--- config.mk ---
export PLATFORM = sky130hd
export DESIGN_NAME = ptdp_top
export DESIGN_NICKNAME = d
export VERILOG_FILES = /design/src/ptdp_pkg.sv /design/src/ptdp_top.sv
export VERILOG_INCLUDE_DIRS = /design/src
export SDC_FILE = /design/constraint.sdc
export NUM_CORES = 1
export LEC_CHECK = 0
export ABC_AREA = 1
export ABC_CLOCK_PERIOD_IN_PS = 1760
export CELL_PAD_IN_SITES_DETAIL_PLACEMENT = 1
export CELL_PAD_IN_SITES_GLOBAL_PLACEMENT = 2
export CORE_AREA = 2 2 145 147
export DETAILED_ROUTE_END_ITERATION = 6
export DIE_AREA = 0 0 147 149
export DONT_BUFFER_PORTS = 1
export GPL_ROUTABILITY_DRIVEN = 0
export PLACE_DENSITY_LB_ADDON = 0.25
export SLEW_MARGIN = 20
export SYNTH_ARGS = -nofsm -noshare
export SYNTH_HDL_FRONTEND = slang
export SYNTH_SLANG_ARGS = --single-unit
--- constraint.sdc ---
create_clock -name pclk -period 1.76 [get_ports pclk]
set_input_delay 0.44 -clock pclk [delete_from_list [all_inputs] [get_ports pclk]]
set_output_delay 0.44 -clock pclk [all_outputs]
set_load 0.005 [all_outputs]
--- src/ptdp_params.svh ---
// Offsets, field positions, reset values and timing counts for the pulse totalizer block.
// Assumes inclusion by bare name from the package or design file.
`ifndef PTDP_PARAMS_SVH
`define PTDP_PARAMS_SVH
`define PTDP_CTRL_OFS 12'h000
`define PTDP_COUNT_OFS 12'h004
`define PTDP_PORTS_OFS 12'h008
`define PTDP_OUT_OFS 12'h00C
`define PTDP_DIR_OFS 12'h010
`define PTDP_SCAN_OFS 12'h014
`define PTDP_CTRL_FALL_BIT 0
`define PTDP_CTRL_CLR_RD_BIT 1
`define PTDP_CTRL_ZERO_BIT 2
`define PTDP_CTRL_CLEAR_BIT 3
`define PTDP_CTRL_RST 4'h0
`define PTDP_SCAN_RST 2'h0
`define PTDP_CNT_W 26
`define PTDP_PORT_W 8
`define PTDP_CLK_HZ 125000000
`define PTDP_MAX_PULSE_HZ 100000
`endif

--- src/ptdp_pkg.sv ---
// Types shared by the pulse totalizer and dual byte port block.
// Assumes the parameter header sits in the same folder.
`include "ptdp_params.svh"
package ptdp_pkg;
   typedef logic [`PTDP_CNT_W-1:0] ptdp_count_t;
   typedef logic [`PTDP_PORT_W-1:0] ptdp_byte_t;
   typedef enum logic [1:0] {
      PTDP_IDLE = 2'b00,
      PTDP_ACCESS = 2'b01
   } ptdp_bus_e;
endpackage : ptdp_pkg

--- src/ptdp_top.sv ---
// APB slave with a 26-bit gated pulse totalizer and two 8-bit open-drain byte ports.
// Assumes pins are asynchronous to pclk; the host scan controller reads over APB.
//
// Behaviour
// The pulse total is a 26-bit counter that adds one for each qualified pulse.
// Every qualified pulse up to 100 kHz is counted without loss.
// A control bit chooses rising or falling edges of the pulse input for counting.
// The active-high gate enables counting while high and blocks it while low.
// The active-low gate enables counting while low and blocks it while high.
// Counting happens only while both gates enable at once.
// A threshold control selects zero-crossing or logic-level detection, logic level by default.
// Two independent 8-bit byte ports have logic-level inputs and outputs. The code drives each output pin open-drain: pulled low or released.
// A front-panel read gets only one selected 8-bit port per access.
// A combined 16-bit read of both ports is permitted only when neither is in the scan list.
// The scan sequence may sample both ports and the current count while a scan runs.
// Reset makes both ports inputs and clears the count to zero.
// Reading the count leaves it unchanged unless clear-on-read is selected.
// Pulse and gate inputs are synchronised before edge detection so one edge gives one count.
// A qualified pulse at the all-ones count wraps it to zero.
//
// Added by the designer: the register offsets and the APB register port.
`timescale 1ns/1ns
`include "ptdp_params.svh"
module ptdp_top #(
   parameter int CNT_W = `PTDP_CNT_W
) (
   input wire logic pclk,
   input wire logic presetn,
   input wire logic psel,
   input wire logic penable,
   input wire logic pwrite,
   input wire logic [11:0] paddr,
   input wire logic [31:0] pwdata,
   output logic [31:0] prdata,
   output logic pready,
   output logic pslverr,
   input wire logic pulse_in,
   input wire logic gate_high,
   input wire logic gate_low_n,
   input wire ptdp_pkg::ptdp_byte_t port_a_in,
   input wire ptdp_pkg::ptdp_byte_t port_b_in,
   output ptdp_pkg::ptdp_byte_t port_a_out,
   output ptdp_pkg::ptdp_byte_t port_a_oe,
   output ptdp_pkg::ptdp_byte_t port_b_out,
   output ptdp_pkg::ptdp_byte_t port_b_oe,
   output logic zero_cross_detect
);
   import ptdp_pkg::*;

   // ****************************************
   // Timing
   // ****************************************
   // Half a pulse period at the top rate, in cycles; the sampler needs two cycles per level.
   localparam int HALF_PERIOD_CYC = `PTDP_CLK_HZ / (2 * `PTDP_MAX_PULSE_HZ);

   // ****************************************
   // State
   // ****************************************
   typedef struct packed {
      logic [2:0] pulse_sync;
      logic [1:0] gh_sync;
      logic [1:0] gl_sync;
      logic [7:0] pa_s1;
      logic [7:0] pa_s2;
      logic [7:0] pb_s1;
      logic [7:0] pb_s2;
      logic [CNT_W-1:0] count;
      logic fall_edge;
      logic clr_on_rd;
      logic zero_mode;
      logic [7:0] out_a;
      logic [7:0] out_b;
      logic [7:0] dir_a;
      logic [7:0] dir_b;
      logic [1:0] in_scan;
      logic [7:0] oe_a;
      logic [7:0] oe_b;
      logic [31:0] rdata;
      logic ready;
      logic err;
   } ptdp_state_s;

   ptdp_state_s st;
   ptdp_state_s next_st;

   function automatic logic [31:0] pad_count(input logic [CNT_W-1:0] c);
      pad_count = 32'(c);
   endfunction : pad_count

   logic setup;
   logic rise;
   logic fall;
   logic gates_open;
   logic qualified;
   logic rd_count;

   always_comb begin
      setup = psel && !penable;
      rise = st.pulse_sync[1] && !st.pulse_sync[2];
      fall = !st.pulse_sync[1] && st.pulse_sync[2];
      gates_open = st.gh_sync[1] && !st.gl_sync[1];
      qualified = gates_open && (st.fall_edge ? fall : rise);
      rd_count = setup && !pwrite && (paddr == `PTDP_COUNT_OFS);
   end

   // ****************************************
   // Next state
   // ****************************************
   always_comb begin
      next_st = st;
      // Logic reads the second stage of each synchroniser; the pulse edge detector also reads the third.
      next_st.pulse_sync = {st.pulse_sync[1:0], pulse_in};
      next_st.gh_sync = {st.gh_sync[0], gate_high};
      next_st.gl_sync = {st.gl_sync[0], gate_low_n};
      next_st.pa_s1 = port_a_in;
      next_st.pa_s2 = st.pa_s1;
      next_st.pb_s1 = port_b_in;
      next_st.pb_s2 = st.pb_s1;
      next_st.ready = 1'b0;
      next_st.err = 1'b0;
      // A clear on read is a base of zero; a pulse in that same cycle still counts.
      if (rd_count && st.clr_on_rd) begin
         next_st.count = '0;
      end
      if (qualified) begin
         next_st.count = (rd_count && st.clr_on_rd) ? CNT_W'(1) : st.count + CNT_W'(1);
      end
      if (setup) begin
         next_st.ready = 1'b1;
         next_st.rdata = 32'h00000000;
         if (pwrite) begin
            unique case (paddr)
               `PTDP_CTRL_OFS: begin
                  next_st.fall_edge = pwdata[`PTDP_CTRL_FALL_BIT];
                  next_st.clr_on_rd = pwdata[`PTDP_CTRL_CLR_RD_BIT];
                  next_st.zero_mode = pwdata[`PTDP_CTRL_ZERO_BIT];
                  if (pwdata[`PTDP_CTRL_CLEAR_BIT] && !qualified) begin
                     next_st.count = '0;
                  end
               end
               `PTDP_OUT_OFS: begin
                  next_st.out_a = pwdata[7:0];
                  next_st.out_b = pwdata[15:8];
               end
               `PTDP_DIR_OFS: begin
                  next_st.dir_a = pwdata[7:0];
                  next_st.dir_b = pwdata[15:8];
               end
               `PTDP_SCAN_OFS: next_st.in_scan = pwdata[1:0];
               default: next_st.err = 1'b1;
            endcase
         end else begin
            unique case (paddr)
               `PTDP_CTRL_OFS: next_st.rdata = {28'h0000000, 1'b0, st.zero_mode,
                                                st.clr_on_rd, st.fall_edge};
               `PTDP_COUNT_OFS: next_st.rdata = pad_count(st.count);
               // Each byte lane returns one port alone; a 16-bit word needs both out of scan.
               `PTDP_PORTS_OFS: begin
                  if (st.in_scan == 2'b00) begin
                     next_st.rdata = {16'h0000, st.pb_s2, st.pa_s2};
                  end else begin
                     next_st.err = 1'b1;
                  end
               end
               12'h018: next_st.rdata = {24'h000000, st.pa_s2};
               12'h01C: next_st.rdata = {24'h000000, st.pb_s2};
               `PTDP_OUT_OFS: next_st.rdata = {16'h0000, st.out_b, st.out_a};
               `PTDP_DIR_OFS: next_st.rdata = {16'h0000, st.dir_b, st.dir_a};
               `PTDP_SCAN_OFS: next_st.rdata = {30'h00000000, st.in_scan};
               default: next_st.err = 1'b1;
            endcase
         end
      end
      // Enables are registered so the pins come straight from flip-flops.
      next_st.oe_a = next_st.dir_a & ~next_st.out_a;
      next_st.oe_b = next_st.dir_b & ~next_st.out_b;
   end

   always_ff @(posedge pclk or negedge presetn) begin
      if (!presetn) begin
         st <= '0;
      end else begin
         st <= next_st;
      end
   end

   // ****************************************
   // Outputs
   // ****************************************
   // Open-drain: a driven low bit enables the pin, a high bit releases it to the pull-up.
   always_comb begin
      prdata = st.rdata;
      pready = st.ready;
      pslverr = st.err;
      port_a_out = 8'h00;
      port_b_out = 8'h00;
      port_a_oe = st.oe_a;
      port_b_oe = st.oe_b;
      zero_cross_detect = st.zero_mode;
   end

   // ****************************************
   // Assertions
   // ****************************************
   count_step_a: assert property (@(posedge pclk) disable iff (!presetn)
      qualified && !rd_count && !(setup && pwrite) |=> st.count == $past(st.count) + CNT_W'(1))
      else $error("count did not step on a qualified pulse");
   gate_block_a: assert property (@(posedge pclk) disable iff (!presetn)
      !gates_open && !setup |=> st.count == $past(st.count))
      else $error("count moved with a gate closed");
   gate_high_a: assert property (@(posedge pclk) disable iff (!presetn)
      !st.gh_sync[1] |-> !qualified)
      else $error("pulse qualified with high gate low");
   gate_low_a: assert property (@(posedge pclk) disable iff (!presetn)
      st.gl_sync[1] |-> !qualified)
      else $error("pulse qualified with low gate high");
   edge_sel_a: assert property (@(posedge pclk) disable iff (!presetn)
      qualified |-> (st.fall_edge ? !st.pulse_sync[1] : st.pulse_sync[1]))
      else $error("count on wrong edge");
   keep_read_a: assert property (@(posedge pclk) disable iff (!presetn)
      rd_count && !st.clr_on_rd && !qualified |=> st.count == $past(st.count))
      else $error("plain read changed the count");
   combo_scan_a: assert property (@(posedge pclk) disable iff (!presetn)
      setup && !pwrite && paddr == `PTDP_PORTS_OFS && st.in_scan != 2'b00 |=> pslverr)
      else $error("combined read allowed during scan");
   one_wait_a: assert property (@(posedge pclk) disable iff (!presetn)
      setup |=> pready ##1 !pready)
      else $error("ready not one cycle after setup");
   rate_ok_a: assert property (@(posedge pclk) disable iff (!presetn)
      rise |=> !rise [*2])
      else $error("edge detector fired twice");
   initial_param_a: assert property (@(posedge pclk) HALF_PERIOD_CYC >= 2)
      else $error("clock too slow for pulse rate");
endmodule : ptdp_top

Yosys cells after proc, flatten, opt, wreduce, memory -nomap -nowiden --
Cells that the tools add are included.
Word-level totals: bits in registers 146, input bits 68, output and inout port bits 67, logic and storage cells 73
Cells by class: add/sub/neg operators 1, eq/ne operators 7, mux-type cells 19, bitwise operators 4, reduce and logical (&&, ||, !) cells 21
Operators by type and width (count):
- $pmux 26 s8 | 1
- $mux 26 | 5
- $mux 63 | 2
- $eq 12x5->1 const B | 4
- $mux 16 | 3
- $mux 29 | 1
- $add 26x1->26 const B | 1
- $eq 12x4->1 const B | 2
- $and 8x8->8 | 2
- $not 8->8 | 2
- $eq 12x3->1 const B | 1
- $logic_not 12->1 | 1
- $logic_and 1x1->1 | 9
- $reduce_or 7->1 | 1
- $logic_not 1->1 | 6
- $reduce_and 3->1 | 2
- $mux 1 | 4
- $mux 2 | 2
- $reduce_or 4->1 | 1
- $logic_not 2->1 | 1
- $pmux 1 s2 | 1

Longest topological paths before layout --
Gate-level depths: netlist of the first run.
depth after elaboration 13, depth in mapped cells 12, mapped depth without buffers 11

Worst setup path after synthesis of the first run --
No wires, ideal clock.
kind in2reg, start point input port paddr[11], end point register st[93] in the netlist's numbering, library setup time 130 ps, data arrival time 1554 ps, data required time 1630 ps, slack 76 ps, cell stages on the path 9, path buffers 1, cells stage by stage nor2_1 > nand2_2 > nor2_8 > nand4_2 > o21ai_4 > inv_4 > buf_6 > nand2_1 > nor2_1
RTL lines:
- start, declared | RTL line ptdp_top.sv:32 | input wire logic [11:0] paddr,
- end signal, assigned | RTL line ptdp_top.sv:183 | st <= next_st;
- end, declared | RTL line ptdp_top.sv:83 | ptdp_state_s st;

==> metrics.md, run 1 <==
| Metric | Value |
|---|---|
| Vias per inst | `4.74` |
| Clock sinks | `146` |
| I/O pins | `135` |
| Largest net degree at the start of global routing | `147` |
| Root buf cell | `clkbuf_16` |
| H-tree lvl count | `4` |
| Async S/R FF share, synth | `1.00` |
| Post-Place Cells | `1111` |
| Top cell type by total area after synthesis | `dfrtp_1` |
| Status | `finished, violations left` |
| Clk buf depth | `2` |
| Sequential-to-total area share from yosys stat | `0.524` |
| Final core utilization | `0.383` |
| Number of inserted diodes | `0` |
| Req. time, crit path | `2.10 ns` |
| Via Count | `5456` |
| Final nets | `931` |
| Starting Density | `0.339` |
| Dpl hpwl | `13900 um` |
| Crit. End Element | `flop` |
| Synthesis-to-layout area growth | `12.9%` |
| Clock period minus worst slack | `1.63 ns` |
| Top-area cell type share of the netlist area | `0.524` |
| Total global routing overflow | `0` |
| Max Cap Violations | `0` |
| Maximum VDD drop | `662 uV` |
| CTS Buf Count | `17` |
| DRT Wirelength | `19200 um` |
| Die extent in y | `149 um` |
| YS warnings | `0` |
| Hold_ws | `-0.286 ns` |
| Row cnt | `53` |
| Initial antenna violation count | `0` |
| Drt first pass iters | `6` |
| Met2 routed WL | `9170 um` |
| Clock Latency Late Sink | `0.43 ns` |
| PortBufs | `0` |
| Top post-synthesis cells by area | `dfrtp_1 (52%), nand2_1 (9.5%), nand3_1 (7.2%), buf_4 (6.9%), nor2_1 (6.2%)` |
| CTS clk-pin slew, worst paths | `0.06 ns` |
| Final count of negative-setup-slack endpoints | `0` |
| Fillers | `2471` |
| Worst reg2reg path depth | `10` |
| Top_reg_cell synth | `dfrtp_1` |
| TNS Setup | `0 ns` |
| Vias in the first global route | `5953` |
| TritonCTS clock tree | `done` |
| Failing checks | `hold timing` |
| Crit path max fanout | `5` |
| Pre-CTS setup slack | `-0.133 ns` |
| Mapped Cells | `853` |
| Global-route wire length before repair | `31500 um` |
| Critical path type | `reg2reg` |
| Initial DRC count | `247` |
| PwrDens | `954 nW/um2` |
| Register area | `3650 um2` |
| Peak Freq | `612 MHz` |
| Drt wl/cell | `16.7 um` |
| Met3 wire len | `816 um` |
| DR top layer | `met4` |
| Average cell area after synthesis | `8.18 um2` |
| Total Die Area | `21900 um2` |
| Worst setup margin | `0.127 ns` |
| Finished Layout Cells | `1150` |
| Synth cell count leaders | `nand2_1 (176), dfrtp_1 (146), nor2_1 (116), inv_1 (100), nand3_1 (100)` |
| Fin crit share | `0.928` |
| Cell variety after synth | `33` |
| DRT met1 WL | `8730 um` |
| Final antenna-violating net count | `0` |
| Core area | `20600 um2` |
| Max Slew Vio Count | `0` |
| Layout cells sized above 1 | `0.128` |
| Fin. Hold Viols | `146` |
| Leak pwr | `3.94 nW` |
| CP arrival | `1.97 ns` |
| Total track usage | `0.185` |
| DRC Markers | `0` |
| Area of the multi-input gates | `2450 um2` |
| Count leader, synth | `nand2_1` |
| Setup Skew | `0.00915 ns` |
| Die Wd | `147 um` |
| Flops & latches, synth | `146` |
| Count of flip-flops with a built-in enable after synthesis | `0` |
| Critical Path Source Type | `flop` |
| Synth Cell Area | `6980 um2` |
| Hold crit path type | `in2async` |
| Reg2Reg Setup Slack | `0.13 ns` |
## metrics by stage
stage               power, mW  instance area, um2
detailed placement       3.91                7230
CTS                      7.54                7810
floorplan                3.83                7050
global placement         3.88                7230
finish                   7.51                7880
global route             7.84                7880
## cell type report
cell class,instances,share of cell area
Sequential cell,146,0.464
Multi-Input combinational cell,539,0.311
Timing Repair Buffer,54,0.0578
Clock buffer,20,0.0567
Inverter,104,0.0499
Tap cell,275,0.0437
Clock inverter,12,0.0167
## where the power goes
group	internal (mW)	leakage [nW]	switching, mW	total, mW
Combinational	0.143	1.93	0.214	0.357
Clock	2.13	0.273	1.48	3.61
Sequential	3.46	1.74	0.0819	3.54
Total	5.73	3.94	1.78	7.51
## cell usage in the layout, fill, tap and decap left out, drive strengths merged
master / netlist / final
nand2: 182 / 182
dfrtp: 146 / 146
nor2: 124 / 125
inv: 103 / 105
nand3: 101 / 101
buf: 75 / 54
o21ai: 54 / 54
nand4: 26 / 26
conb: 1 / 22
clkbuf: 11 / 20
nor3: 15 / 15
a21oi: 5 / 5
clkinv: 1 / 5
clkinvlp: 0 / 4
xor2: 3 / 3
bufinv: 0 / 2
nor3b: 1 / 1
nand3b: 1 / 1
a31oi: 1 / 1
or2: 1 / 1
a31o: 1 / 1
ha: 1 / 1
## layer usage
layer	vias up	global-route usage
met4	0	0.0692
li1	2634	-
met3	24	0.0450
met2	105	0.299
met5	-	0
met1	2693	0.243
## repair_timing
action / CTS / global route
cloned: 0 / 1
pin swaps: 0 / 1
setup endpoints to repair: 1 / 10
buffers inserted: 0 / 6
resized for setup: 1 / 5
endpoints found under the hold margin: 146 / 146
## state kept, by name (all words and copies together) (netlist names)
name / cells
port_b_oe: 8
pslverr: 1
pready: 1
prdata: 26
next_st: 20
st: 81
port_a_oe: 8
zero_cross_detect: 1
## worst paths after layout
| path | startpoint | endpoint |
|---|---|---|
| worst max-delay path | st[87]$_DFF_PN0_ | st[101]$_DFF_PN0_ |
| worst min-delay path | presetn | port_a_oe[2]$_DFF_PN0_ |
| worst max register to register | st[87]$_DFF_PN0_ | st[101]$_DFF_PN0_ |
| worst min register to register | next_st[129]$_DFF_PN0_ | st[129]$_DFF_PN0_ |
| max in group asynchronous | presetn | st[117]$_DFF_PN0_ |
| min in group pclk | port_b_in[0] | next_st[113]$_DFF_PN0_ |
## worst max-delay path, cell delays in order, from the launching register on
cell and delay, ns:
dfrtp_1 0.38, ha_2 0.20, nand2_1 0.08, nor2_2 0.16, nand2_1 0.10, nor2_1 0.11
buf_4 0.15, nand2_1 0.09, inv_1 0.08, nor2_1 0.05, nor3_1 0.15
## cells by family (layout without fill, tap and decap cells)
group,after synthesis,count (layout),synth area share
buffers and inverters,190,190,0.140
AOI/OAI and AO/OA,61,61,0.0461
DFF,146,146,0.524
and+or+nand+nor,451,452,0.284
adders and majority gates,1,1,0.00179
xor gates and xnor gates,3,3,0.00377
other,1,22,0.000538
(Power assumes the default switching activity.)
==> inputs of run 2 (changes only) <==
--- a/config.mk
+++ b/config.mk
@@ -7,7 +7,7 @@
 export NUM_CORES = 1
 export LEC_CHECK = 0
 export ABC_AREA = 1
-export ABC_CLOCK_PERIOD_IN_PS = 1760
+export ABC_CLOCK_PERIOD_IN_PS = 1600
 export CELL_PAD_IN_SITES_DETAIL_PLACEMENT = 1
 export CELL_PAD_IN_SITES_GLOBAL_PLACEMENT = 2
 export CORE_AREA = 2 2 145 147
==> constraint.sdc (replaced) <==
create_clock -name pclk -period 1.6 [get_ports pclk]
set_input_delay 0.4 -clock pclk [delete_from_list [all_inputs] [get_ports pclk]]
set_output_delay 0.4 -clock pclk [all_outputs]
set_load 0.005 [all_outputs]
==> metrics.md, run 2 (synthesis results as in run 1) <==
| Metric | Value |
|---|---|
| Status | `finished, violations left` |
| Failing checks | `hold timing, setup timing` |
| Drt first pass iters | `4` |
| Largest net degree at the start of global routing | `147` |
| Total track usage | `0.190` |
| Clk buf depth | `2` |
| Reg2Reg Setup Slack | `-0.02 ns` |
| Max Cap Violations | `0` |
| Commonest non-fill, non-tap cell in the layout | `nand2_1` |
| I/O pins | `135` |
| Crit path max fanout | `5` |
| Final core utilization | `0.415` |
| Final antenna-violating net count | `0` |
| Final count of negative-setup-slack endpoints | `3` |
| PwrDens | `1010 nW/um2` |
| Fin crit share | `1.01` |
| Starting Density | `0.339` |
| Area of the multi-input gates | `2600 um2` |
| Root buf cell | `clkbuf_16` |
| Initial antenna violation count | `0` |
| Die extent in y | `149 um` |
| Total Die Area | `21900 um2` |
| Row cnt | `53` |
| Clock period minus worst slack | `1.62 ns` |
| Core area | `20600 um2` |
| Leak pwr | `4.27 nW` |
| PortBufs | `0` |
| Layout cells sized above 1 | `0.183` |
| Register area | `3660 um2` |
| Overall power | `8.61 mW` |
| Initial DRC count | `217` |
| Hold_ws | `-0.339 ns` |
| Fillers | `2480` |
| Largest Register | `st` |
| DRT Wirelength | `19800 um` |
| Max FFs per register | `81` |
| Req. time, crit path | `1.95 ns` |
| Vias per inst | `4.70` |
| Clock Latency Late Sink | `0.44 ns` |
| TritonCTS clock tree | `done` |
| Hold crit path type | `in2async` |
| Critical Path Source Type | `flop` |
| Global-route wire length before repair | `32300 um` |
| Max Slew Vio Count | `0` |
| Via Count | `5644` |
| Number of inserted diodes | `0` |
| Synthesis-to-layout area growth | `22.4%` |
| Reg2reg start | `st[87]$_DFF_PN0_` |
| Crit. End Element | `flop` |
| Critical path type | `reg2reg` |
| Setup Skew | `0.0171 ns` |
| Total global routing overflow | `0` |
| Final nets | `983` |
| Drt wl/cell | `16.4 um` |
| FF-to-FF End | `st[111]$_DFF_PN0_` |
| DRC Markers | `0` |
| Start point of the critical path | `st[87]$_DFF_PN0_` |
| Dpl hpwl | `14400 um` |
| Vias in the first global route | `6117` |
| H-tree lvl count | `4` |
| CTS Buf Count | `17` |
| Maximum VDD drop | `677 uV` |
| Fin. Hold Viols | `146` |
| CTS clk-pin slew, worst paths | `0.07 ns` |
| Worst setup margin | `-0.0228 ns` |
| Die Wd | `147 um` |
| CP arrival | `1.97 ns` |
| Commonest cells after routing, fill and taps aside | `nand2_1 (170), dfrtp_1 (144), nor2_1 (107)` |
| CTS Hold Buffers Added | `19` |
| Worst reg2reg path depth | `10` |
| Unrepaired setup endpoints after global routing | `true` |
| Peak Freq | `616 MHz` |
| Clock sinks | `146` |
==> run 2: cell count changes in the layout (fill, tap and decap cells not counted), moves of 3 or more <==
cell / before / now
buf_4: 50 / 75
buf_6: 0 / 8
clkinvlp_4: 4 / 1
dlygate4sd3_1: 0 / 19
nand2_1: 176 / 170
nand2_4: 0 / 4
nand3_1: 100 / 92
nand3_2: 1 / 8
nor2_1: 115 / 107
nor2_4: 2 / 9
==> run 2: report_power, final <==
group / total [mW] / internal [mW] / leakage, nW / switching [mW]
registers: 3.91 / 3.81 / 1.73 / 0.0970
logic: 0.580 / 0.279 / 2.24 / 0.301
clock network: 4.12 / 2.56 / 0.300 / 1.56
==> run 2: critical path, stage by stage (launching register included) <==
cell and delay, ns:
dfrtp_1 0.38, ha_2 0.21, nand2_2 0.09, nor2_4 0.13, nand2_2 0.09, nor2_4 0.12
buf_6 0.12, nand4_1 0.12, nand2_1 0.10, nand2_1 0.05, nor2_1 0.12
==> run 2: final cells by class <==
class | count | area share
flip-flops and latches | 146 | 0.428
multi-input cells | 538 | 0.304
repair buffers | 107 | 0.110
clock buffers | 22 | 0.0555
inverters | 104 | 0.0460
well taps | 275 | 0.0403
clock inverters | 10 | 0.0154
==> run 2: worst max-delay path by stage <==
stage	endpoint	slack [ns]	cells after the start
2_1_floorplan	st[93]$_DFF_PN0_	-0.01	9
3_3_place_gp	prdata[2]$_DFFE_PN0N_	-0.14	10
3_5_place_dp	prdata[2]$_DFFE_PN0N_	-0.21	11
4_1_cts	st[99]$_DFF_PN0_	0.001	10
5_1_grt	st[111]$_DFF_PN0_	-0.18	10
6_report	st[111]$_DFF_PN0_	-0.02	10
==> run 2: through the flow <==
stage | hold WS [ns] | cells | setup TNS [ns] | cell area (um2) | setup WS (ns)
floorplan | 0.104 | 874 | -0.0191 | 7100 | -0.0104
global placement | 0.112 | 1139 | -2.81 | 7500 | -0.142
detailed placement | 0.112 | 1139 | -7.01 | 7500 | -0.214
CTS | -0.353 | 1195 | 0 | 8350 | 0.00108
global route | -0.353 | 1202 | -1.26 | 8540 | -0.183
finish | -0.339 | 1202 | -0.0544 | 8540 | -0.0228
==> run 2: metal layers <==
metal	vias to the layer above	wire length, um	global-route usage
li1	2738	-	-
met1	2768	8760	0.244
met2	112	9850	0.321
met3	26	744	0.0398
met4	0	415	0.0683
met5	-	0	0
==> run 2: what timing repair did <==
item,CTS,global route
pin swaps,3,12
endpoints found under the setup margin,17,21
setup buffers,5,7
cloned,0,0
hold endpoints to repair,165,146
gates resized for setup,8,35
==> inputs of run 3 (changes only) <==
--- a/config.mk
+++ b/config.mk
@@ -8,6 +8,7 @@
 export LEC_CHECK = 0
 export ABC_AREA = 1
 export ABC_CLOCK_PERIOD_IN_PS = 1600
+export CAP_MARGIN = 20
 export CELL_PAD_IN_SITES_DETAIL_PLACEMENT = 1
 export CELL_PAD_IN_SITES_GLOBAL_PLACEMENT = 2
 export CORE_AREA = 2 2 145 147
@@ -15,6 +16,7 @@
 export DIE_AREA = 0 0 147 149
 export DONT_BUFFER_PORTS = 1
 export GPL_ROUTABILITY_DRIVEN = 0
+export MAX_ROUTING_LAYER = met4
 export PLACE_DENSITY_LB_ADDON = 0.25
 export SLEW_MARGIN = 20
 export SYNTH_ARGS = -nofsm -noshare
==> metrics.md, run 3 (synthesis results as in run 1) <==
| Metric | Value |
|---|---|
| Hold crit path type | `in2async` |
| Clk buf depth | `2` |
| Synthesis-to-layout area growth | `22.4%` |
| Critical Path Source Type | `flop` |
| Die extent in y | `149 um` |
| Row cnt | `53` |
| Unrepaired setup endpoints after global routing | `true` |
| Total Die Area | `21900 um2` |
| PortBufs | `0` |
| Critical path type | `reg2reg` |
| Post-Place Cells | `1139` |
| Dpl hpwl | `14400 um` |
| CTS Buf Count | `17` |
| Leak pwr | `4.27 nW` |
| CTS clk-pin slew, worst paths | `0.07 ns` |
| Core area | `20600 um2` |
| Initial antenna violation count | `0` |
| Vias per inst | `4.69` |
| Max FFs per register | `81` |
| Req. time, crit path | `1.95 ns` |
| Worst reg2reg path depth | `10` |
| DRC Markers | `0` |
| Pre-CTS setup slack | `-0.214 ns` |
| Final count of negative-setup-slack endpoints | `3` |
| Die Wd | `147 um` |
| Drt wl/cell | `16.4 um` |
| Maximum VDD drop | `681 uV` |
| TritonCTS clock tree | `done` |
| Clock sinks | `146` |
| Final nets | `983` |
| Setup Skew | `0.0138 ns` |
| Overall power | `8.62 mW` |
| Max Slew Vio Count | `0` |
| Starting Density | `0.339` |
| Max Cap Violations | `0` |
| Initial DRC count | `205` |
| Fin. Hold Viols | `146` |
| Status | `finished, violations left` |
| H-tree lvl count | `4` |
| CTS Hold Buffers Added | `19` |
| Clock period minus worst slack | `1.63 ns` |
| Finished Layout Cells | `1202` |
| Root buf cell | `clkbuf_16` |
| Crit path max fanout | `5` |
| Commonest cells after routing, fill and taps aside | `nand2_1 (170), dfrtp_1 (144), nor2_1 (107)` |
| Drt first pass iters | `4` |
| Crit. End Element | `flop` |
| CP arrival | `1.98 ns` |
| Final antenna-violating net count | `0` |
| Largest Register | `st` |
| Clock Latency Late Sink | `0.44 ns` |
| Failing checks | `hold timing, setup timing` |
| Fin crit share | `1.02` |
| DRT Wirelength | `19800 um` |
| Commonest non-fill, non-tap cell in the layout | `nand2_1` |
| Number of inserted diodes | `0` |
| Peak Freq | `615 MHz` |
| Largest net degree at the start of global routing | `147` |
| Worst setup margin | `-0.0259 ns` |
| Vias in the first global route | `6115` |
| Global-route wire length before repair | `32300 um` |
| Reg2Reg Setup Slack | `-0.03 ns` |
| Via Count | `5640` |
| Total global routing overflow | `0` |
| Layout cells sized above 1 | `0.183` |
| PwrDens | `1010 nW/um2` |
| Hold_ws | `-0.338 ns` |
| Total track usage | `0.196` |
| I/O pins | `135` |
-- run 3: cell counts in the layout (fill, tap and decap cells not counted) --
No cell type changed its count.
-- run 3: path summary, 6_finish.rpt --
path,start,to
setup / recovery,st[87]$_DFF_PN0_,st[111]$_DFF_PN0_
max in group asynchronous,presetn,prdata[10]$_DFFE_PN0N_
hold / removal,presetn,st[77]$_DFF_PN0_
setup reg to reg,st[87]$_DFF_PN0_,st[111]$_DFF_PN0_
hold reg to reg,next_st[134]$_DFF_PN0_,st[134]$_DFF_PN0_
min in group pclk,pwdata[11],st[71]$_DFF_PN0_
-- run 3: per-layer routing --
metal | vias up | global-route usage | routed length (um)
met3 | 25 | 0.0404 | 860
met1 | 2761 | 0.243 | 8670
met4 | 0 | 0.0683 | 400
li1 | 2738 | - | -
met5 | - | - | 0
met2 | 116 | 0.321 | 9830
-- run 3: layout make-up --
cell class | count | area, um2
fill | 2480 | 12000
sequential | 146 | 3660
multi-input combinational | 538 | 2600
timing repair buffer | 107 | 943
clock buffer | 22 | 474
inverter | 104 | 393
tap | 275 | 344
clock inverter | 10 | 131
-- run 3: what timing repair did --
action	4_1_cts	5_1_grt
setup buffers	5	7
pin swaps	3	12
endpoints found under the setup margin	17	21
hold endpoints to repair	165	146
resized for setup	8	35
-- run 3: through the flow --
step | instance area, um2 | TNS [ns] | utilization
detailed placement | 7500 | -7.01 | 0.365
finish | 8540 | -0.0646 | 0.415
global route | 8540 | -1.26 | 0.415
CTS | 8350 | 0 | 0.406
global placement | 7500 | -2.81 | 0.365
floorplan | 7100 | -0.0191 | -
-- run 3: power breakdown --
| group | total, mW | internal (mW) | switching [mW] |
|---|---|---|---|
| sequential | 3.91 | 3.81 | 0.0971 |
| combinational | 0.579 | 0.279 | 0.300 |
| clock | 4.13 | 2.56 | 1.56 |
| total | 8.62 | 6.66 | 1.96 |
-- run 3: critical path: stages (launching register included) --
cell and delay, ns:
dfrtp_1 0.38, ha_2 0.22, nand2_2 0.09, nor2_4 0.13
nand2_2 0.09, nor2_4 0.12, buf_6 0.12, nand4_1 0.12
nand2_1 0.10, nand2_1 0.05, nor2_1 0.12
